--- src/pkg/rvc_pkg.sv ---
// constants and types for the regulator three/four voltage control bank
// assumes an apb slave wrapper and otp default inputs from the chip top
//
// Notes on behaviour
// - alt register top bit enables regulator
// - power-save bit selects low-quiescent operation
// - source select picks primary or alternate code
// - writes of codes above ceiling ignored
// - ceiling not 0x00/0x3F makes it read-only
// - regulator four code bit 5 forced one
// - unused bits read zero, read-only
// - all registers return to defaults on reset
// - regulator four uses its own voltage table
`default_nettype none
package rvc_pkg;
	// ----------------------------------------------------------------
	// register map: printed offsets are not word multiples, so indices
	// ----------------------------------------------------------------
	localparam logic [7:0] IDX_R3_PRIMARY = 8'h16;
	localparam logic [7:0] IDX_R3_ALT = 8'h17;
	localparam logic [7:0] IDX_R3_CEIL = 8'h18;
	localparam logic [7:0] IDX_R4_PRIMARY = 8'h19;
	localparam logic [7:0] IDX_R4_ALT = 8'h1a;
	localparam logic [7:0] IDX_R4_CEIL = 8'h1b;
	localparam int ADDR_W = 12;
	// ----------------------------------------------------------------
	// field positions
	// ----------------------------------------------------------------
	localparam int BIT_ENABLE = 7;
	localparam int BIT_SAVE = 6;
	localparam int BIT_SRC = 6;
	localparam int BIT_FORCED = 5;
	localparam int CODE_W = 6;
	localparam logic [5:0] CEIL_ZERO = 6'h00;
	localparam logic [5:0] CEIL_ONES = 6'h3f;
	// ----------------------------------------------------------------
	// voltage table endpoints in millivolts, regulator four
	// ----------------------------------------------------------------
	localparam int R4_MIN_MV = 1600;
	localparam int R4_MAX_MV = 3300;

	// per regulator state
	typedef struct packed {
		logic src_sel;
		logic [5:0] primary;
		logic enable;
		logic save;
		logic [5:0] alt;
		logic [5:0] ceil;
	} rvc_reg_t;

	// otp defaults for one regulator
	typedef struct packed {
		logic src_sel;
		logic [5:0] primary;
		logic enable;
		logic [5:0] alt;
		logic [5:0] ceil;
	} rvc_otp_t;

	// regulator control outputs
	typedef struct packed {
		logic enable;
		logic save;
		logic [5:0] code;
	} rvc_ctl_t;
endpackage : rvc_pkg
`default_nettype wire

--- src/rtl/rvc_chan.sv ---
// one regulator channel: field storage, rejection of code writes above the ceiling, and lock
// assumes write strobes from the bank decoder on the same clock
`timescale 1ns/10ps
`default_nettype none
module rvc_chan import rvc_pkg::*; #(
	parameter bit FORCE_HI = 1'b0
) (
	// clock and reset
	input wire logic clk_sys,
	input wire logic rst,
	input wire logic clk_en,
	// defaults and strap capture
	input wire rvc_otp_t otp,
	input wire logic load_otp,
	// register writes
	input wire logic wr_primary,
	input wire logic wr_alt,
	input wire logic wr_ceil,
	input wire logic [7:0] wdata,
	// state
	output rvc_reg_t regs
);
	logic [5:0] force_mask;
	logic [5:0] wcode;
	logic ceil_locked;

	assign force_mask = FORCE_HI ? 6'h20 : 6'h00;
	assign wcode = wdata[5:0] | force_mask;
	// any ceiling other than all zeros or all ones freezes itself
	assign ceil_locked = (regs.ceil != CEIL_ZERO) &&
		(regs.ceil != CEIL_ONES);

	// field storage; async reset to zero, then otp load on release
	always_ff @(posedge clk_sys or posedge rst) begin
		if (rst) begin
			regs <= '0;
		end else if (load_otp) begin
			regs.src_sel <= otp.src_sel;
			regs.primary <= otp.primary | force_mask;
			regs.enable <= otp.enable;
			regs.save <= 1'b0;
			regs.alt <= otp.alt | force_mask;
			regs.ceil <= otp.ceil | force_mask;
		end else if (clk_en) begin
			if (wr_primary) begin
				regs.src_sel <= wdata[BIT_SRC];
				if (wcode <= regs.ceil) begin
					regs.primary <= wcode;
				end
			end
			if (wr_alt) begin
				regs.enable <= wdata[BIT_ENABLE];
				regs.save <= wdata[BIT_SAVE];
				if (wcode <= regs.ceil) begin
					regs.alt <= wcode;
				end
			end
			if (wr_ceil && !ceil_locked) begin
				regs.ceil <= wcode;
			end
		end
	end
endmodule : rvc_chan
`default_nettype wire

--- src/rtl/rvc_bank.sv ---
// apb register bank for regulator three and four voltage control
// assumes otp defaults are stable while rst is high
//
// The APB interface to the registers was left to the implementer.
`timescale 1ns/10ps
`default_nettype none
module rvc_bank import rvc_pkg::*; (
	// clock and reset
	input wire logic clk_sys,
	input wire logic rst,
	input wire logic clk_en,
	// otp defaults
	input wire rvc_otp_t otp_r3,
	input wire rvc_otp_t otp_r4,
	// apb slave
	input wire logic psel,
	input wire logic penable,
	input wire logic pwrite,
	input wire logic [ADDR_W-1:0] paddr,
	input wire logic [31:0] pwdata,
	input wire logic [3:0] pstrb,
	output logic [31:0] prdata,
	output logic pready,
	output logic pslverr,
	// regulator controls
	output rvc_ctl_t regulator_three,
	output rvc_ctl_t regulator_four,
	output logic [11:0] reg4_target_mv
);
	// ----------------------------------------------------------------
	// reset release: one cycle of otp load
	// ----------------------------------------------------------------
	logic load_r;
	always_ff @(posedge clk_sys or posedge rst) begin
		if (rst) begin
			load_r <= 1'b1;
		end else begin
			load_r <= 1'b0;
		end
	end

	// ----------------------------------------------------------------
	// decode
	// ----------------------------------------------------------------
	logic [7:0] idx;
	logic aligned, access, wr, mapped, lane0;
	rvc_reg_t r3, r4;
	assign idx = paddr[9:2];
	assign aligned = (paddr[1:0] == 2'b00) && (paddr[ADDR_W-1:10] == '0);
	assign access = psel && penable && !pready && !load_r;
	assign mapped = aligned && (idx >= IDX_R3_PRIMARY) &&
		(idx <= IDX_R4_CEIL);
	assign lane0 = pstrb[0];
	assign wr = access && pwrite && mapped && lane0 && clk_en;

	rvc_chan #(.FORCE_HI(1'b0)) u_r3 (
		.clk_sys(clk_sys),
		.rst(rst),
		.clk_en(clk_en),
		.otp(otp_r3),
		.load_otp(load_r),
		.wr_primary(wr && idx == IDX_R3_PRIMARY),
		.wr_alt(wr && idx == IDX_R3_ALT),
		.wr_ceil(wr && idx == IDX_R3_CEIL),
		.wdata(pwdata[7:0]),
		.regs(r3)
	);
	rvc_chan #(.FORCE_HI(1'b1)) u_r4 (
		.clk_sys(clk_sys),
		.rst(rst),
		.clk_en(clk_en),
		.otp(otp_r4),
		.load_otp(load_r),
		.wr_primary(wr && idx == IDX_R4_PRIMARY),
		.wr_alt(wr && idx == IDX_R4_ALT),
		.wr_ceil(wr && idx == IDX_R4_CEIL),
		.wdata(pwdata[7:0]),
		.regs(r4)
	);

	// read mux; unused bits stay zero
	logic [7:0] rmux;
	always_comb begin
		rmux = 8'h00;
		case (idx)
			IDX_R3_PRIMARY: rmux = {1'b0, r3.src_sel, r3.primary};
			IDX_R3_ALT: rmux = {r3.enable, r3.save, r3.alt};
			IDX_R3_CEIL: rmux = {2'b00, r3.ceil};
			IDX_R4_PRIMARY: rmux = {1'b0, r4.src_sel, r4.primary};
			IDX_R4_ALT: rmux = {r4.enable, r4.save, r4.alt};
			IDX_R4_CEIL: rmux = {2'b00, r4.ceil};
			default: rmux = 8'h00;
		endcase
	end

	// ----------------------------------------------------------------
	// apb answer: one wait state, ready in second access cycle
	// ----------------------------------------------------------------
	always_ff @(posedge clk_sys or posedge rst) begin
		if (rst) begin
			pready <= 1'b0;
			pslverr <= 1'b0;
			prdata <= 32'h0000_0000;
		end else if (clk_en) begin
			pready <= access;
			pslverr <= access && !mapped;
			prdata <= (access && !pwrite && mapped) ? {24'h00_0000, rmux}
				: 32'h0000_0000;
		end
	end

	// ----------------------------------------------------------------
	// regulator control outputs, registered
	// ----------------------------------------------------------------
	logic [11:0] mv_nxt;
	logic [5:0] code4;
	assign code4 = r4.src_sel ? r4.alt : r4.primary;
	// upper half table: 1600 mv at 0x20, 50 mv steps, 3150 mv at 0x3f, below the 3300 clamp
	always_comb begin
		mv_nxt = 12'(R4_MIN_MV + 50 * int'(code4[4:0]));
		if (mv_nxt > 12'(R4_MAX_MV)) begin
			mv_nxt = 12'(R4_MAX_MV);
		end
	end
	always_ff @(posedge clk_sys or posedge rst) begin
		if (rst) begin
			regulator_three <= '0;
			regulator_four <= '0;
			reg4_target_mv <= 12'h000;
		end else if (clk_en) begin
			regulator_three.enable <= r3.enable;
			regulator_three.save <= r3.save;
			regulator_three.code <= r3.src_sel ? r3.alt : r3.primary;
			regulator_four.enable <= r4.enable;
			regulator_four.save <= r4.save;
			regulator_four.code <= code4 | 6'h20;
			reg4_target_mv <= mv_nxt;
		end
	end
endmodule : rvc_bank
`default_nettype wire

--- config.mk ---
export PLATFORM = sky130hd
export DESIGN_NAME = rvc_bank
export DESIGN_NICKNAME = d
export VERILOG_FILES = /design/src/pkg/rvc_pkg.sv /design/src/rtl/rvc_chan.sv /design/src/rtl/rvc_bank.sv
export SDC_FILE = /design/constraint.sdc
export NUM_CORES = 1
export LEC_CHECK = 0
export BUFFER_PORTS_ARGS = -buffer_cell sky130_fd_sc_hd__buf_2
export CORE_MARGIN = 3
export CORE_UTILIZATION = 24
export DETAILED_ROUTE_END_ITERATION = 12
export PLACE_DENSITY_LB_ADDON = 0.25
export SYNTH_ARGS = -nofsm -noshare
export SYNTH_HDL_FRONTEND = slang
export SYNTH_SLANG_ARGS = --single-unit
--- constraint.sdc ---
create_clock -name clk_sys -period 12.92 [get_ports clk_sys]
set_clock_uncertainty 0.1 [all_clocks]
set_input_delay 2.584 -clock clk_sys [delete_from_list [all_inputs] [get_ports clk_sys]]
set_output_delay 2.584 -clock clk_sys [all_outputs]
set_load 0.02 [all_outputs]
==> results by group <==
Status
  – Result of the run: finished clean

Floorplanning
  – Floorplan die height: 150 um
  – DIE AREA: 0.0226 mm^2
  – Count of pins on the block boundary: 156
  – Area of the core: 0.0204 mm^2
  – Number of placement rows: 52
  – DIE WIDTH: 150 um
  – Starting density of the core: 24.6%

Power and ir drop
  – Register share of total power: 34.9%
  – Portion of total power attributed to the clock network: 30.4%
  – Peak supply drop: 78.5 uV
  – Ratio of total power to cell area: 152 mW/mm^2
  – Switching power: 0.000324 W
  – Cell Int Power: 0.000591 W
  – Share of total power in combinational logic: 34.7%
  – Switching part of the total: 35.4%
  – Leakage power total: 2.65 nW

Setup path
  – Critical-path cell with the highest stage delay: sky130_fd_sc_hd__nor4_2
  – WP buf/inv: 1
  – Endpoint of the lowest-slack register-to-register path: reg4_target_mv[2]$_DFFE_PP0P_
  – Number of cell instances on the worst register-to-register path: 15
  – Start of the worst register-to-register path: u_r4.regs[20]$_DFFE_PP0P_
  – Worst setup path class: in -> reg
  – CP arrival: 5400 ps
  – Kind of end point of the critical path: flip-flop
  – Maximum fanout count along the critical path: 57
  – Maximum cell stage delay along the critical path: 940 ps
  – Worst Setup Start Kind: primary input
  – Crit path required time: 13000 ps
  – Critical path startpoint: clk_en
  – Internal reg-to-reg setup slack: 8070 ps
  – Cell class contributing the biggest share of worst-path delay: simple AND/OR/NAND/NOR gates
  – Cell chain of the critical path: buf_2 > nand4_1 > nor4_2 > nand2_1 > o21ai_0 > a31oi_1

Detailed routing
  – Number of remaining DRC errors: 0
  – Total detailed-routing wirelength: 15100 um
  – Post-DR wirelength/cell: 17.0 um
  – Detailed-router iteration count before antenna repair: 5
  – Vias per Instance: 4.76
  – Drt initial violations: 231
  – Final antenna-violating net count: 0
  – Via count: 4224

Clock tree
  – Hold-fix buffers at CTS: 0
  – Clock Tree Root: sky130_fd_sc_hd__clkbuf_16
  – Setup fix buffers added after clock tree synthesis: 0
  – Post-cts gate resize count: 0
  – Depth of the CTS H-tree: 3
  – Total clock sinks: 80
  – Clock insertion delay at the later pin of the skew report: 340 ps
  – Number of CTS-inserted buffers: 9
  – Clock input transition at the sequential cells of the worst setup and hold paths: 60 ps
  – Maximum root-to-sink buffer count: 2
  – TritonCTS clock tree: built

Cells and area
  – Final design instance area without fill: 0.00600 mm^2
  – Area growth, synth to finish: 19.8%
  – Post-Layout Cell Count: 888
  – Antenna cell count: 0
  – Most common cell after layout, fill and taps aside: sky130_fd_sc_hd__buf_2
  – Nets@finish: 737
  – Utilization after layout: 29.5%
  – Ratio of cells with drive above 1 in the final layout: 23.9%
  – Number of filler instances in the final layout: 2129
  – Most frequent cells in the layout: sky130_fd_sc_hd__buf_2 (100), sky130_fd_sc_hd__dfrtp_1 (79), sky130_fd_sc_hd__nor2_1 (48), sky130_fd_sc_hd__inv_1 (37)

Timing
  – Final max-slew violation count: 0
  – Highest achievable clock rate: 188 MHz
  – Hold slack final: 357 ps
  – Final count of negative-setup-slack endpoints: 0
  – Unrepaired setup endpoints after global routing: no
  – Min Tclk post-route: 5320 ps
  – Number of hold violations in the final report: 0
  – Share of the cycle needed by the critical path after routing: 41.1%
  – Final sum of negative setup slack: 0 ps
  – Max-Slew Margin vs Limit: 26.7%
  – Worst Max-Slew Pin Slew: 1090 ps

Synth
  – Mux contribution to synthesized area: 8.26%
  – Count of flip-flops with a built-in enable after synthesis: 0
  – Syn Area/Cell: 9.56 um^2
  – Area share of fa/ha/maj cells after synthesis: 7.64%
  – Area share of and/or/nand/nor cells after synthesis: 15.5%
  – Fraction of synthesis flops using an asynchronous set or reset pin: 100%
  – Share of the yosys chip area belonging to registers: 40.0%
  – Synthesized-area fraction occupied by ao, oa, aoi and oai cells: 18.7%
  – Post-Syn Instances: 524
  – Flip-flop and latch count after synthesis: 80
  – Most used flip-flop cell after synthesis: sky130_fd_sc_hd__dfrtp_1
  – YS warnings: 0
  – Post-Synth XOR/XNOR Area: 1.32%
  – Library cells used by synthesis: 68
  – Combinational family with the most area after synthesis: compound AO/OA/AOI/OAI gates
  – Post-Synthesis Cell Area: 0.00501 mm^2

Global route
  – Vias in the first global route: 4127
  – Antenna violations before repair: 2
  – Grt ovf: 0
  – Pin count of the biggest net entering global routing: 81
  – Overall global routing resource usage: 13.4%
  – Wire length of the first global-routing pass: 23100 um

Flow run
  – Max Cap Viol: 0

Hold path
  – Worst min-delay path class: reg -> reg
  – Depth of the worst hold-timing path: 1
  – Hold Path Origin: regulator_four[5]$_DFFE_PP0P_
  – Destination of the worst hold path: regulator_four[5]$_DFFE_PP0P_

Placement
  – Post-DP Area: 0.00568 mm^2
  – Global placement routability congestion: 0.919
  – Post-detail-place hpwl: 11700 um
  – Number of placed instances with taps included: 872
  – Number of port buffers: 100
## synthesized netlist by cell type, types with 8 or more instances
cell                       instances  area [um^2]
sky130_fd_sc_hd__buf_4            25          188
sky130_fd_sc_hd__nand2_1          27          101
sky130_fd_sc_hd__o22ai_1          18          113
sky130_fd_sc_hd__o21ai_0          29          145
sky130_fd_sc_hd__ha_1             29          363
sky130_fd_sc_hd__nor2b_1           8         50.1
sky130_fd_sc_hd__a31oi_1          17          106
sky130_fd_sc_hd__clkbuf_1         21         78.8
sky130_fd_sc_hd__nand4_1          12         75.1
sky130_fd_sc_hd__mux2i_1          29          290
sky130_fd_sc_hd__dfrtp_1          79         1980
sky130_fd_sc_hd__a21oi_1          15         75.1
sky130_fd_sc_hd__nor3_1           10         50.1
sky130_fd_sc_hd__inv_1            38          143
sky130_fd_sc_hd__mux2_2           11          124
sky130_fd_sc_hd__nor2_1           48          180
## flip-flops by register name, summed over array words and instances (netlist names)
name	count
load_r	1
prdata	8
pready	1
pslverr	1
reg4_target_mv	11
regulator_four	8
regulator_three	8
u_r3.regs	21
u_r4.regs	21
## cell families (layout without fill, tap and decap cells)
kind of cell | Yosys count | count (layout)
other | 1 | 26
XOR/XNOR | 6 | 6
AO/OA/AOI/OAI | 136 | 136
multiplexers | 40 | 40
AND/OR/NAND/NOR | 143 | 143
adder cells (fa/ha/maj) | 30 | 30
flip-flops | 80 | 80
buffers and inverters | 88 | 157
## power groups by stage
| stage | Sequential (W) | Combinational [W] | Clock, W |
|---|---|---|---|
| after floorplan | 0.000341 | 0.000212 | 0 |
| after global placement | 0.000322 | 0.000313 | 0 |
| after detailed placement | 0.000323 | 0.000318 | 0 |
| after CTS | 0.000319 | 0.000320 | 0.000286 |
| after global routing | 0.000324 | 0.000353 | 0.000298 |
| final | 0.000319 | 0.000317 | 0.000278 |
## per-stage QoR
stage	total power (W)	setup slack [ps]
floorplan	0.000552	8190
global placement	0.000635	7270
detailed placement	0.000641	7210
CTS	0.000924	7590
global route	0.000975	7260
finish	0.000914	7600
## worst register-to-register path, stage by stage (launching register included)
cell and delay [ps]:
sky130_fd_sc_hd__dfrtp_1 580, sky130_fd_sc_hd__mux2i_1 540, sky130_fd_sc_hd__inv_1 140, sky130_fd_sc_hd__ha_1 320, sky130_fd_sc_hd__ha_1 280, sky130_fd_sc_hd__ha_1 190, sky130_fd_sc_hd__inv_1 70, sky130_fd_sc_hd__fa_1 410
sky130_fd_sc_hd__xnor2_1 180, sky130_fd_sc_hd__ha_1 300, sky130_fd_sc_hd__inv_1 50, sky130_fd_sc_hd__or4_1 500, sky130_fd_sc_hd__or3_1 360, sky130_fd_sc_hd__a41o_1 250, sky130_fd_sc_hd__o32ai_2 260, sky130_fd_sc_hd__a31oi_1 160
## layer usage
metal  vias to the layer above  routed length, um  part of all wire (%)  track usage [%]
met5                         -                 22                  0.15                0
met4                         4                337                   2.2             4.35
met3                        26                984                   6.5             3.58
met2                       142               6710                    45             20.4
met1                      2021               7020                    47             18.5
li1                       2031                  -                     -                -
## how the worst max path moves through the flow
stage | end | slack (ps) | depth (start not counted)
2_1_floorplan | prdata[0]$_DFFE_PP0P_ | 8190 | 1
3_3_place_gp | u_r4.regs[8]$_DFFE_PP0P_ | 7270 | 6
3_5_place_dp | u_r4.regs[6]$_DFFE_PP0P_ | 7210 | 6
4_1_cts | u_r4.regs[6]$_DFFE_PP0P_ | 7590 | 6
5_1_grt | u_r4.regs[7]$_DFFE_PP0P_ | 7260 | 6
6_report | u_r4.regs[6]$_DFFE_PP0P_ | 7600 | 6
## area by class of cell
class	count	area [um^2]	area share [%]
clock buffer	10	229	3.82
clock inverter	6	92.6	1.54
inverter	39	148	2.46
timing repair buffer	102	515	8.59
sequential	80	2000	33.4
multi-input combinational	381	2680	44.6
tap	270	338	5.63
(Power assumes the default switching activity.)
